===== src/dtx_params.svh =====
// constants of the data-transfer and i/o bit execution unit
// assumes inclusion by every module that reads one of its macros
// Operation
// - displaced store writes source to second pointer plus offset, two cycles
// - plain indirect store writes source to third pointer, two cycles
// - post-increment store writes then bumps third pointer, two cycles
// - pre-decrement store drops third pointer then writes, two cycles
// - direct store writes source to instruction address, two cycles
// - bare program load puts flash byte at third pointer in register zero
// - program load copies flash byte into chosen register over three cycles
// - post-increment program load copies byte then bumps third pointer
// - program write stores register one and zero pair at third pointer
// - port input copies i/o location into register in one cycle
// - port output writes source register to i/o location in one cycle
// - push writes source on stack, pop loads from stack, two cycles
// - pop returns top of stack byte into destination in two cycles
// - bit set forces chosen i/o bit to one in two cycles
// - bit clear forces chosen i/o bit to zero in two cycles
// - post-increment store via second pointer writes then bumps it
`ifndef DTX_PARAMS_SVH
`define DTX_PARAMS_SVH
`define DTX_CYC_ONE 2'h1
`define DTX_CYC_TWO 2'h2
`define DTX_CYC_THREE 2'h3
`define DTX_REG_ZERO 5'h00
`define DTX_REG_ONE 5'h01
`define DTX_PTR_Y_LO 5'h1c
`define DTX_PTR_Z_LO 5'h1e
`define DTX_SP_RESET 16'h0000
`define DTX_STEP 16'h0001
`endif


===== src/dtx_pkg.sv =====
// types of the data-transfer and i/o bit execution unit
// assumes dtx_params.svh sits in the same folder
package dtx_pkg;
  typedef enum logic [4:0] {
    OP_NONE = 5'h00, OP_ST_DISP_Y = 5'h01, OP_ST_Z = 5'h02,
    OP_ST_Z_INC = 5'h03, OP_ST_Z_DEC = 5'h04, OP_ST_DIRECT = 5'h05,
    OP_PLD_R0 = 5'h06, OP_PLD = 5'h07, OP_PLD_INC = 5'h08,
    OP_PWR = 5'h09, OP_IN = 5'h0a, OP_OUT = 5'h0b, OP_PUSH = 5'h0c,
    OP_POP = 5'h0d, OP_BSET = 5'h0e, OP_BCLR = 5'h0f,
    OP_ST_Y_INC = 5'h10
  } op_t;
  typedef struct packed {
    op_t op;
    logic [4:0] reg_sel;
    logic [5:0] io_addr;
    logic [2:0] bit_sel;
    logic [5:0] disp;
    logic [15:0] addr;
  } instr_t;
  typedef struct packed {
    logic we;
    logic re;
    logic [15:0] addr;
    logic [7:0] wdata;
  } mem_req_t;
endpackage


===== src/dtx_exec.sv =====
// execution unit for data-transfer, stack and i/o bit instructions
// assumes an issuing stage that holds i_start for one cycle while o_busy
// is low, and one-cycle latency data memory, flash and i/o reads
`timescale 1ns/1ps
`include "dtx_params.svh"
module dtx_exec import dtx_pkg::*; (
  // clock and reset
  input wire logic i_core_clk,
  input wire logic i_nrst,
  // instruction issue
  input wire logic i_start,
  input wire instr_t i_instr,
  // read data
  input wire logic [7:0] i_dmem_rdata,
  input wire logic [7:0] i_flash_rdata,
  input wire logic [7:0] i_io_rdata,
  // status
  output logic o_busy,
  output logic o_done,
  // data memory
  output mem_req_t o_dmem,
  // i/o space
  output mem_req_t o_io,
  // program flash
  output logic o_flash_re,
  output logic o_flash_we,
  output logic [15:0] o_flash_addr,
  output logic [15:0] o_flash_wdata,
  // stack pointer view
  output logic [15:0] o_sp
);
  // ----------------------------------------------------------------
  // state
  // ----------------------------------------------------------------
  typedef enum logic [3:0] {
    ST_IDLE = 4'b0001, ST_FETCH = 4'b0010,
    ST_EXEC = 4'b0100, ST_LAST = 4'b1000
  } state_t;
  state_t state;
  instr_t cur;
  logic [1:0] cyc;
  logic [15:0] ptr_y;
  logic [15:0] ptr_z;
  logic [15:0] sp;
  logic [7:0] src_a;
  logic [7:0] src_b;
  logic [7:0] rd_byte;
  logic rf_we;
  logic [4:0] rf_waddr;
  logic [7:0] rf_wdata;
  logic [4:0] raddr_a;
  logic [4:0] raddr_b;
  logic [15:0] z_next;
  logic [15:0] y_next;
  logic [15:0] sp_dec;
  logic [15:0] sp_inc;
  logic z_dec;
  logic [7:0] next_bits;
  logic [7:0] rf_r0;

  function automatic logic [1:0] op_cycles(input op_t op);
    case (op)
      OP_IN, OP_OUT: op_cycles = `DTX_CYC_ONE;
      OP_PLD_R0, OP_PLD, OP_PLD_INC: op_cycles = `DTX_CYC_THREE;
      default: op_cycles = `DTX_CYC_TWO;
    endcase
  endfunction

  function automatic logic [15:0] load_byte(input logic [15:0] p,
      input logic [4:0] lo, input logic we, input logic [4:0] a,
      input logic [7:0] d);
    load_byte = p;
    if (we && a == lo) begin
      load_byte[7:0] = d;
    end else if (we && a == lo + 5'h01) begin
      load_byte[15:8] = d;
    end
  endfunction

  // ----------------------------------------------------------------
  // register file and pointer steppers
  // ----------------------------------------------------------------
  // pointers are mirrored here; the file keeps the source operands
  assign raddr_a = i_start ? i_instr.reg_sel : cur.reg_sel;
  assign raddr_b = `DTX_REG_ONE;

  dtx_regfile u_regfile (
    .i_core_clk(i_core_clk),
    .i_nrst(i_nrst),
    .i_we(rf_we),
    .i_waddr(rf_waddr),
    .i_wdata(rf_wdata),
    .i_raddr_a(raddr_a),
    .i_raddr_b(raddr_b),
    .o_rdata_a(src_a),
    .o_rdata_b(src_b)
  );

  assign z_dec = (cur.op == OP_ST_Z_DEC);

  dtx_ptr_step u_step_z (
    .i_ptr(ptr_z),
    .i_dec(z_dec),
    .o_ptr(z_next)
  );

  dtx_ptr_step u_step_y (
    .i_ptr(ptr_y),
    .i_dec(1'b0),
    .o_ptr(y_next)
  );

  dtx_ptr_step u_step_sp_dec (
    .i_ptr(sp),
    .i_dec(1'b1),
    .o_ptr(sp_dec)
  );

  dtx_ptr_step u_step_sp_inc (
    .i_ptr(sp),
    .i_dec(1'b0),
    .o_ptr(sp_inc)
  );

  // ----------------------------------------------------------------
  // sequencer
  // ----------------------------------------------------------------
  always_ff @(posedge i_core_clk or negedge i_nrst) begin
    if (!i_nrst) begin
      state <= ST_IDLE;
      cur <= '0;
      cyc <= 2'h0;
    end else begin
      case (state)
        ST_IDLE: begin
          if (i_start) begin
            cur <= i_instr;
            cyc <= op_cycles(i_instr.op);
            state <= ST_FETCH;
          end
        end
        ST_FETCH: begin
          state <= (cyc == `DTX_CYC_ONE) ? ST_LAST : ST_EXEC;
        end
        ST_EXEC: begin
          if (cyc == `DTX_CYC_THREE) begin
            cyc <= `DTX_CYC_TWO;
          end else begin
            state <= ST_LAST;
          end
        end
        ST_LAST: begin
          state <= ST_IDLE;
        end
        default: begin
          state <= ST_IDLE;
        end
      endcase
    end
  end

  // ----------------------------------------------------------------
  // memory and i/o requests, registered from ST_FETCH, ST_EXEC or ST_LAST, and from ST_IDLE for port input
  // ----------------------------------------------------------------
  always_ff @(posedge i_core_clk or negedge i_nrst) begin
    if (!i_nrst) begin
      o_dmem <= '0;
      o_io <= '0;
      o_flash_re <= 1'b0;
      o_flash_we <= 1'b0;
      o_flash_addr <= 16'h0000;
      o_flash_wdata <= 16'h0000;
    end else begin
      o_dmem.we <= 1'b0;
      o_dmem.re <= 1'b0;
      o_io.we <= 1'b0;
      o_io.re <= 1'b0;
      o_flash_re <= 1'b0;
      o_flash_we <= 1'b0;
      if (state == ST_IDLE && i_start && i_instr.op == OP_IN) begin
        o_io.re <= 1'b1;
        o_io.addr <= {10'h000, i_instr.io_addr};
      end
      if (state == ST_FETCH) begin
        o_dmem.wdata <= src_a;
        o_io.wdata <= src_a;
        o_io.addr <= {10'h000, cur.io_addr};
        case (cur.op)
          OP_ST_DISP_Y: begin
            o_dmem.we <= 1'b1;
            o_dmem.addr <= ptr_y + {10'h000, cur.disp};
          end
          OP_ST_Z, OP_ST_Z_INC: begin
            o_dmem.we <= 1'b1;
            o_dmem.addr <= ptr_z;
          end
          OP_ST_Z_DEC: begin
            o_dmem.we <= 1'b1;
            o_dmem.addr <= z_next;
          end
          OP_ST_Y_INC: begin
            o_dmem.we <= 1'b1;
            o_dmem.addr <= ptr_y;
          end
          OP_ST_DIRECT: begin
            o_dmem.we <= 1'b1;
            o_dmem.addr <= cur.addr;
          end
          OP_PUSH: begin
            o_dmem.we <= 1'b1;
            o_dmem.addr <= sp;
          end
          OP_POP: begin
            o_dmem.re <= 1'b1;
            o_dmem.addr <= sp_inc;
          end
          OP_PWR: begin
            o_flash_we <= 1'b1;
            o_flash_addr <= ptr_z;
            o_flash_wdata <= {src_b, rf_r0};
          end
          OP_BSET, OP_BCLR: begin
            o_io.re <= 1'b1;
          end
          OP_OUT: begin
            o_io.we <= 1'b1;
          end
          default: begin
            o_dmem.we <= 1'b0;
          end
        endcase
      end else if (state == ST_EXEC && cyc == `DTX_CYC_THREE) begin
        o_flash_re <= 1'b1;
        o_flash_addr <= ptr_z;
      end else if (state == ST_LAST &&
                   (cur.op == OP_BSET || cur.op == OP_BCLR)) begin
        o_io.we <= 1'b1;
        o_io.wdata <= next_bits;
      end
    end
  end

  // ----------------------------------------------------------------
  // read-modify-write of a single i/o bit
  // ----------------------------------------------------------------
  logic [7:0] bit_mask;
  assign bit_mask = 8'h01 << cur.bit_sel;
  always_comb begin
    if (cur.op == OP_BSET) begin
      next_bits = i_io_rdata | bit_mask;
    end else begin
      next_bits = i_io_rdata & ~bit_mask;
    end
  end

  // register zero shadow for the program write pair
  always_ff @(posedge i_core_clk or negedge i_nrst) begin
    if (!i_nrst) begin
      rf_r0 <= 8'h00;
    end else if (rf_we && rf_waddr == `DTX_REG_ZERO) begin
      rf_r0 <= rf_wdata;
    end
  end

  // ----------------------------------------------------------------
  // result write-back; no status flag is ever touched
  // ----------------------------------------------------------------
  always_comb begin
    rf_we = 1'b0;
    rf_waddr = cur.reg_sel;
    rd_byte = i_flash_rdata;
    if (cur.op == OP_POP) begin
      rd_byte = i_dmem_rdata;
    end else if (cur.op == OP_IN) begin
      rd_byte = i_io_rdata;
    end
    rf_wdata = rd_byte;
    if (state == ST_LAST) begin
      case (cur.op)
        OP_PLD_R0: begin
          rf_we = 1'b1;
          rf_waddr = `DTX_REG_ZERO;
        end
        OP_PLD, OP_PLD_INC, OP_POP, OP_IN: begin
          rf_we = 1'b1;
        end
        default: begin
          rf_we = 1'b0;
        end
      endcase
    end
  end

  // ----------------------------------------------------------------
  // pointer and stack pointer updates
  // ----------------------------------------------------------------
  always_ff @(posedge i_core_clk or negedge i_nrst) begin
    if (!i_nrst) begin
      ptr_z <= 16'h0000;
      ptr_y <= 16'h0000;
    end else begin
      ptr_z <= load_byte(ptr_z, `DTX_PTR_Z_LO, rf_we, rf_waddr, rf_wdata);
      ptr_y <= load_byte(ptr_y, `DTX_PTR_Y_LO, rf_we, rf_waddr, rf_wdata);
      if (state == ST_LAST && (cur.op == OP_ST_Z_INC ||
          cur.op == OP_ST_Z_DEC || cur.op == OP_PLD_INC)) begin
        ptr_z <= z_next;
      end
      if (state == ST_LAST && cur.op == OP_ST_Y_INC) begin
        ptr_y <= y_next;
      end
    end
  end

  always_ff @(posedge i_core_clk or negedge i_nrst) begin
    if (!i_nrst) begin
      sp <= `DTX_SP_RESET;
    end else if (state == ST_LAST) begin
      if (cur.op == OP_PUSH) begin
        sp <= sp_dec;
      end else if (cur.op == OP_POP) begin
        sp <= sp_inc;
      end
    end
  end

  // ----------------------------------------------------------------
  // status outputs
  // ----------------------------------------------------------------
  always_ff @(posedge i_core_clk or negedge i_nrst) begin
    if (!i_nrst) begin
      o_busy <= 1'b0;
      o_done <= 1'b0;
      o_sp <= `DTX_SP_RESET;
    end else begin
      o_busy <= (state == ST_IDLE) ? i_start : (state != ST_LAST);
      o_done <= (state == ST_LAST);
      o_sp <= sp;
    end
  end
endmodule


===== src/dtx_regfile.sv =====
// working register file, 32 bytes, registered read ports
// assumes one clock and asynchronous active low reset
`timescale 1ns/1ps
module dtx_regfile (
  // clock and reset
  input wire logic i_core_clk,
  input wire logic i_nrst,
  // write port
  input wire logic i_we,
  input wire logic [4:0] i_waddr,
  input wire logic [7:0] i_wdata,
  // read ports
  input wire logic [4:0] i_raddr_a,
  input wire logic [4:0] i_raddr_b,
  output logic [7:0] o_rdata_a,
  output logic [7:0] o_rdata_b
);
  logic [7:0] mem [0:31];

  always_ff @(posedge i_core_clk) begin
    if (i_we) begin
      mem[i_waddr] <= i_wdata;
    end
  end

  always_ff @(posedge i_core_clk or negedge i_nrst) begin
    if (!i_nrst) begin
      o_rdata_a <= 8'h00;
      o_rdata_b <= 8'h00;
    end else begin
      o_rdata_a <= mem[i_raddr_a];
      o_rdata_b <= mem[i_raddr_b];
    end
  end
endmodule


===== src/dtx_ptr_step.sv =====
// sixteen bit pointer stepper, wraps modulo 2^16
// assumes purely combinational use
`timescale 1ns/1ps
`include "dtx_params.svh"
module dtx_ptr_step (
  // operands
  input wire logic [15:0] i_ptr,
  input wire logic i_dec,
  // result
  output logic [15:0] o_ptr
);
  // carry ripples from low byte into high byte
  always_comb begin
    if (i_dec) begin
      o_ptr = i_ptr - `DTX_STEP;
    end else begin
      o_ptr = i_ptr + `DTX_STEP;
    end
  end
endmodule


===== config.mk =====
export PLATFORM = sky130hd
export DESIGN_NAME = dtx_exec
export DESIGN_NICKNAME = d
export VERILOG_FILES = /design/src/dtx_pkg.sv /design/src/dtx_exec.sv /design/src/dtx_regfile.sv /design/src/dtx_ptr_step.sv
export VERILOG_INCLUDE_DIRS = /design/src
export SDC_FILE = /design/constraint.sdc
export NUM_CORES = 1
export LEC_CHECK = 0
export BUFFER_PORTS_ARGS = -buffer_cell sky130_fd_sc_hd__buf_2
export CORE_MARGIN = 5
export CORE_UTILIZATION = 60
export DETAILED_ROUTE_END_ITERATION = 16
export HOLD_SLACK_MARGIN = 0.1
export PLACE_DENSITY_LB_ADDON = 0.15
export SLEW_MARGIN = 10
export SYNTH_ARGS = -nofsm -noshare
export SYNTH_HDL_FRONTEND = slang
export SYNTH_SLANG_ARGS = --single-unit
export TNS_END_PERCENT = 100

===== constraint.sdc =====
create_clock -name i_core_clk -period 5.85 [get_ports i_core_clk]
set_clock_uncertainty 0.2 [all_clocks]
set_input_delay 0.2925 -clock i_core_clk [delete_from_list [all_inputs] [get_ports i_core_clk]]
set_output_delay 0.2925 -clock i_core_clk [all_outputs]
set_load 0.005 [all_outputs]

* Word-level counts from Yosys, hierarchy flattened
Memory sizes are Yosys's and may differ from the RTL's. A register that Yosys moved wholly into a read port is not among the register bits.
Index checks and enable logic that the tools add are counted.
** Word-level totals
- Word-level logic and storage cells :: 173
- Output and inout bits :: 104
- Memories kept :: 1
- Bits in registers :: 207
- Memory bits (writable) :: 256
- Input bits :: 68
** Memory list
- u_regfile.mem :: depth 32, width 8, read ports 2, clocked after memory_dff 2, write ports 1, line dtx_regfile.sv:18 : logic [7:0] mem [0:31];
** Cells by class
- Mux-type cells :: 51
- Reductions and logical operators :: 43
- Add/subtract/negate cells :: 6
- Bitwise gates (word level) :: 3
- Equality and inequality tests :: 39
- Shift-type cells :: 1
** Operators with widths (number)
- 2-to-1 mux 16 bit :: 8
- one-hot mux 16 bit (7 select lines) :: 1
- 2-to-1 mux 8 bit :: 12
- equality test 5 x 4 -> 1 bit, second input constant :: 11
- adder 16 x 1 -> 16 bit, second input constant :: 3
- 2-to-1 mux 17 bit :: 2
- subtractor 16 x 1 -> 16 bit, second input constant :: 2
- equality test 5 x 3 -> 1 bit, second input constant :: 6
- 2-to-1 mux 26 bit :: 1
- equality test 5 bit, second input constant :: 5
- AND reduction 2 bit :: 9
- nonzero test 2 bit :: 9
- adder 16 x 6 -> 16 bit :: 1
- 2-to-1 mux 1 bit :: 16
- 2-to-1 mux 5 bit :: 3
- 2-to-1 mux 4 bit :: 3
- one-hot mux 4 bit (3 select lines) :: 1
- logical AND 1 bit :: 11
- equality test 5 x 2 -> 1 bit, second input constant :: 2
- bitwise AND 8 bit :: 1
- != test 2 bit, second input constant :: 4
- NOT 8 bit :: 1
- OR 8 bit :: 1
- one-hot mux 2 bit (2 select lines) :: 2
- 20 further kinds :: 28

* Logic depth before layout (Yosys ltp)
- Word-level depth :: 8
- Depth in mapped cells :: 13
- Gate-level depth less buffers :: 10

* Hierarchy
A second synthesis with hierarchy kept.
** Second synthesis, totals
- Cells, all modules :: 1862
- Area, all modules :: 25211.7 µm²
** By module, submodules not included
- dtx_regfile :: cells each 532, instances 1, area an instance 12288.0 µm², seq. area each 8087.8 µm²
- dtx_exec :: cells each 898, instances 1, area an instance 9527.9 µm², seq. area each 4931.0 µm²
- dtx_ptr_step (u_step_sp_inc ...) :: cells each 106, instances 2, area an instance 860.8 µm², seq. area each 0.0 µm²
- dtx_ptr_step (u_step_sp_dec ...) :: cells each 110, instances 2, area an instance 837.1 µm², seq. area each 0.0 µm²

* Least setup slack after synthesis
Ideal clock, no wire load.
- Path kind :: register to register
- Start :: reg cur[40] (netlist name)
- End :: reg o_dmem[14] (netlist name)
- Stages on the path, launching flop included :: 13
- Clock period less this slack :: 3.853 ns
- Path slack :: 1.997 ns
- Library setup time :: 0.125 ns
- Required time :: 5.525 ns
- Data arrival time :: 3.529 ns
- Path buffers :: 3
- Path through :: dfrtp_1 > clkbuf_2 > nor3b_1 > nand2_1 > inv_1 > clkbuf_1 > ha_1 > clkbuf_1 > a21oi_1 > and3b_1 > nor3_1 > or4_1 > mux2_2
** On the way
- Word-level cells in the longest chain between the ends :: 4
- Elaborated cells between the ends (all ways) :: 13
- Those cells by class :: 8 x eq/ne; 2 x mux; 3 x reduce/logical
** Ends and longest elaborated chain
- start: declaration :: line dtx_exec.sv:40 : instr_t cur;
- start signal: assignment :: line dtx_exec.sv:137 : cur <= i_instr;
- equality test 5 x 2 -> 1 bit :: line dtx_exec.sv:188 : case (cur.op)
- OR reduction 2 bit
- nonzero test 7 bit (no source line)
- AND reduction 2 bit (no source line)
- end: declaration :: line dtx_exec.sv:21 : output mem_req_t o_dmem,
Several ways; a longest one is shown, not always the timed one.
A chain may end at the register's enable or synchronous reset.

* Worst setup path after layout
- Start :: reg cur[38] (netlist name)
- End :: reg o_dmem[14] (netlist name)
The elaborated chain is that of the path after synthesis.

==> impl_metrics.ini <==
[yosys]
async_flop_share_pct = 45.4
seq_area_frac_synth_pct = 59.1
ys_warn_count = 0
synth.most_common_cell = nand2_1
synth_cells = 1846
synth_cell_type_count = 91
synthesis.area_um2 = 22000
syn_avg_cell_area_um2 = 11.9
synth_common_cells = 277 x nand2_1, 256 x edfxtp_1, 212 x dfrtp_1, 106 x nor2_1, 102 x a21oi_1
yosysTopAreaCell = edfxtp_1
synth_seq_cells = 469
synthFlopType = edfxtp_1
synth_edf_count = 256
synth_area_leaders = edfxtp_1 35%, dfrtp_1 24%, mux4_2 4.9%, nand2_1 4.7%, a21oi_1 2.3%
synth_top_area_share_pct = 34.9

[placement]
place_congestion = 0.961
pre_cts_ws_ns = 1.32
io_buffers = 161
hpwl_um = 40900

[sta]
finalWorstSetupSlack_ns = 1.19
rsz0062_at_grt = false
tightest_slew_ns = 1.01
slew-limit-headroom_pct = 32.4
setup_viol = 0
whs_ns = 0.195
slew_violations = 0
final.setup.tns_ns = 0
hold_violations = 0
fmax_mhz = 215
fin_crit_sh_pct = 79.6
fin_crit_ns = 4.66

[power]
leakage_nw = 10.2
power.density_nw_per_um2 = 435
peakVddDrop_mv = 0.300

[cts]
path_clk_slew_ns = 0.07
worstSkewPairLatency_ns = 0.60
cts_sinks = 469
cts_tree = done
cts.path.max_buffers = 3
post_cts_resized = 0
numCtsBuffers = 47
ctsRootBufferMaster = clkbuf_16
cts_max_level = 2

[worst_setup_path]
worstPathRequired_ns = 6.12
r2r_start = cur[38]
startpoint_type = flop
worstSetupPathType = flop to flop
cp_max_fo = 27
ff2ff_setup_slack_ns = 1.19
r2r-end = o_dmem[14]
cp.arrival_ns = 4.93
worst_setup_path_end_kind = flop
r2r_cells = 9

[global_route]
grt_pass1_vias = 16075
use_met2_pct = 47.2
grt-ovfl-total = 0
antenna_found_initial = 2
track_usage_pct = 30.6
busiest_layer = met2
grt_pass1_wl_um = 96600
use_met1_pct = 44.5
grt_use_met3_pct = 7.53
grt_max_degree = 75

[floorplanning]
start_util_pct = 60.4
die_y_um = 202
die-width_um = 202
core_um2 = 36400
row_count = 70
io_pins = 172
die_area_um2 = 40600

[layout]
regArea_um2 = 13000
drive_gt1_share_pct = 18.8
largest_reg_flops = 256
syn_to_final_growth_pct = 15.0
nFillCells = 2566
final_nets = 2120
multi_input_area_um2 = 8380
reg_top3 = u_regfile.mem: 256 flops, cur: 41 flops, o_dmem: 26 flops
largest_register = u_regfile.mem

[worst_hold_path]
hold_depth = 0
hp-start = u_regfile.mem[1][7]
hp-class = flop to flop
min_to = u_regfile.o_rdata_b[7]

[routing]
wl_per_cell_um = 24.7
dr.pass1.iters = 7
drt_iter0_markers = 1802
ant_nets = 0
dr_total_vias = 16256
via_per_inst = 6.41
wl_um = 62600
drc_errors = 0

[run]
maxCapViolations = 0

[outcome]
status = complete, no violations
==> how the worst max path moves through the flow <==
stage                     startpoint    endpoint  slack [ns]  depth (start not counted)
after floorplan              cur[40]  o_dmem[14]        2.00                         12
after CTS                    cur[38]  o_dmem[14]        1.26                          9
final                        cur[38]  o_dmem[14]        1.19                          9
after global placement       cur[38]  o_dmem[14]        1.41                          9
after global routing         cur[38]  o_dmem[15]        0.97                         10
after detailed placement     cur[38]  o_dmem[14]        1.32                          9
==> stage by stage <==
stage | area, um^2 | power [mW] | cells | util (%)
final | 25300 | 11.0 | 2535 | 69.5
after global placement | 23200 | 7.86 | 2395 | 63.8
after global routing | 25300 | 11.5 | 2535 | 69.5
after floorplan | 22100 | 6.67 | 1855 | -
after detailed placement | 23200 | 7.93 | 2395 | 63.8
after CTS | 25300 | 11.0 | 2534 | 69.5
==> report_power, final <==
part	internal, mW	switching, mW
Sequential	4.02	0.505
Combinational	1.32	2.16
Clock	1.70	1.31
==> what timing repair did <==
| action | CTS | global route |
|---|---|---|
| endpoints found under the hold margin | 133 | 0 |
| setup buffers | 0 | 0 |
| hold buffers | 51 | 0 |
==> area by class of cell <==
| class | count | share of cell area, % |
|---|---|---|
| Clock buffer | 66 | 5.25 |
| Clock inverter | 22 | 0.904 |
| Sequential cell | 469 | 51.4 |
| Tap cell | 468 | 2.31 |
| Timing Repair Buffer | 244 | 6.30 |
| Inverter | 49 | 0.731 |
| Antenna cell | 1 | 0.00988 |
| Multi-Input combinational cell | 1216 | 33.1 |
==> kinds of logic after synthesis <==
logic type / Yosys count / synth area share (%)
buf+inv: 170 / 3.35
simple gates: 582 / 12.6
flops: 469 / 59.1
mux: 132 / 8.95
other cells: 1 / 0.0170
xor+xnor: 49 / 1.95
compound gates: 418 / 12.5
fa+ha+maj: 25 / 1.49
==> placed cells by master, fill, tap and decap left out, types with 23 or more instances in the layout <==
cell / count
nand2_1: 277
edfxtp_1: 256
dfrtp_1: 212
buf_2: 160
nor2_1: 105
a21oi_1: 102
o21ai_0: 72
nand3_1: 52
dlygate4sd3_1: 50
mux4_2: 48
clkbuf_16: 48
inv_1: 45
mux2i_1: 45
a22oi_1: 45
o211ai_1: 40
mux2_2: 36
buf_4: 31
xnor2_1: 26
a211oi_1: 24
xor2_1: 23
ha_1: 23
==> critical path, cell delays in order, from the launching register on <==
cell     delay, ns
dfrtp_1       0.65
nor3b_1       0.45
nand2_1       0.37
inv_1         0.80
ha_1          0.46
a21oi_1       0.47
and3b_1       0.25
nor3_1        0.06
or4_1         0.53
mux2_2        0.27
==> per-layer routing <==
layer | up-vias | share of wire (%)
met3 | 124 | 10
met4 | 0 | 2.5
met2 | 889 | 46
met5 | - | 0
li1 | 7210 | -
met1 | 8033 | 42
(Power assumes the default switching activity.)
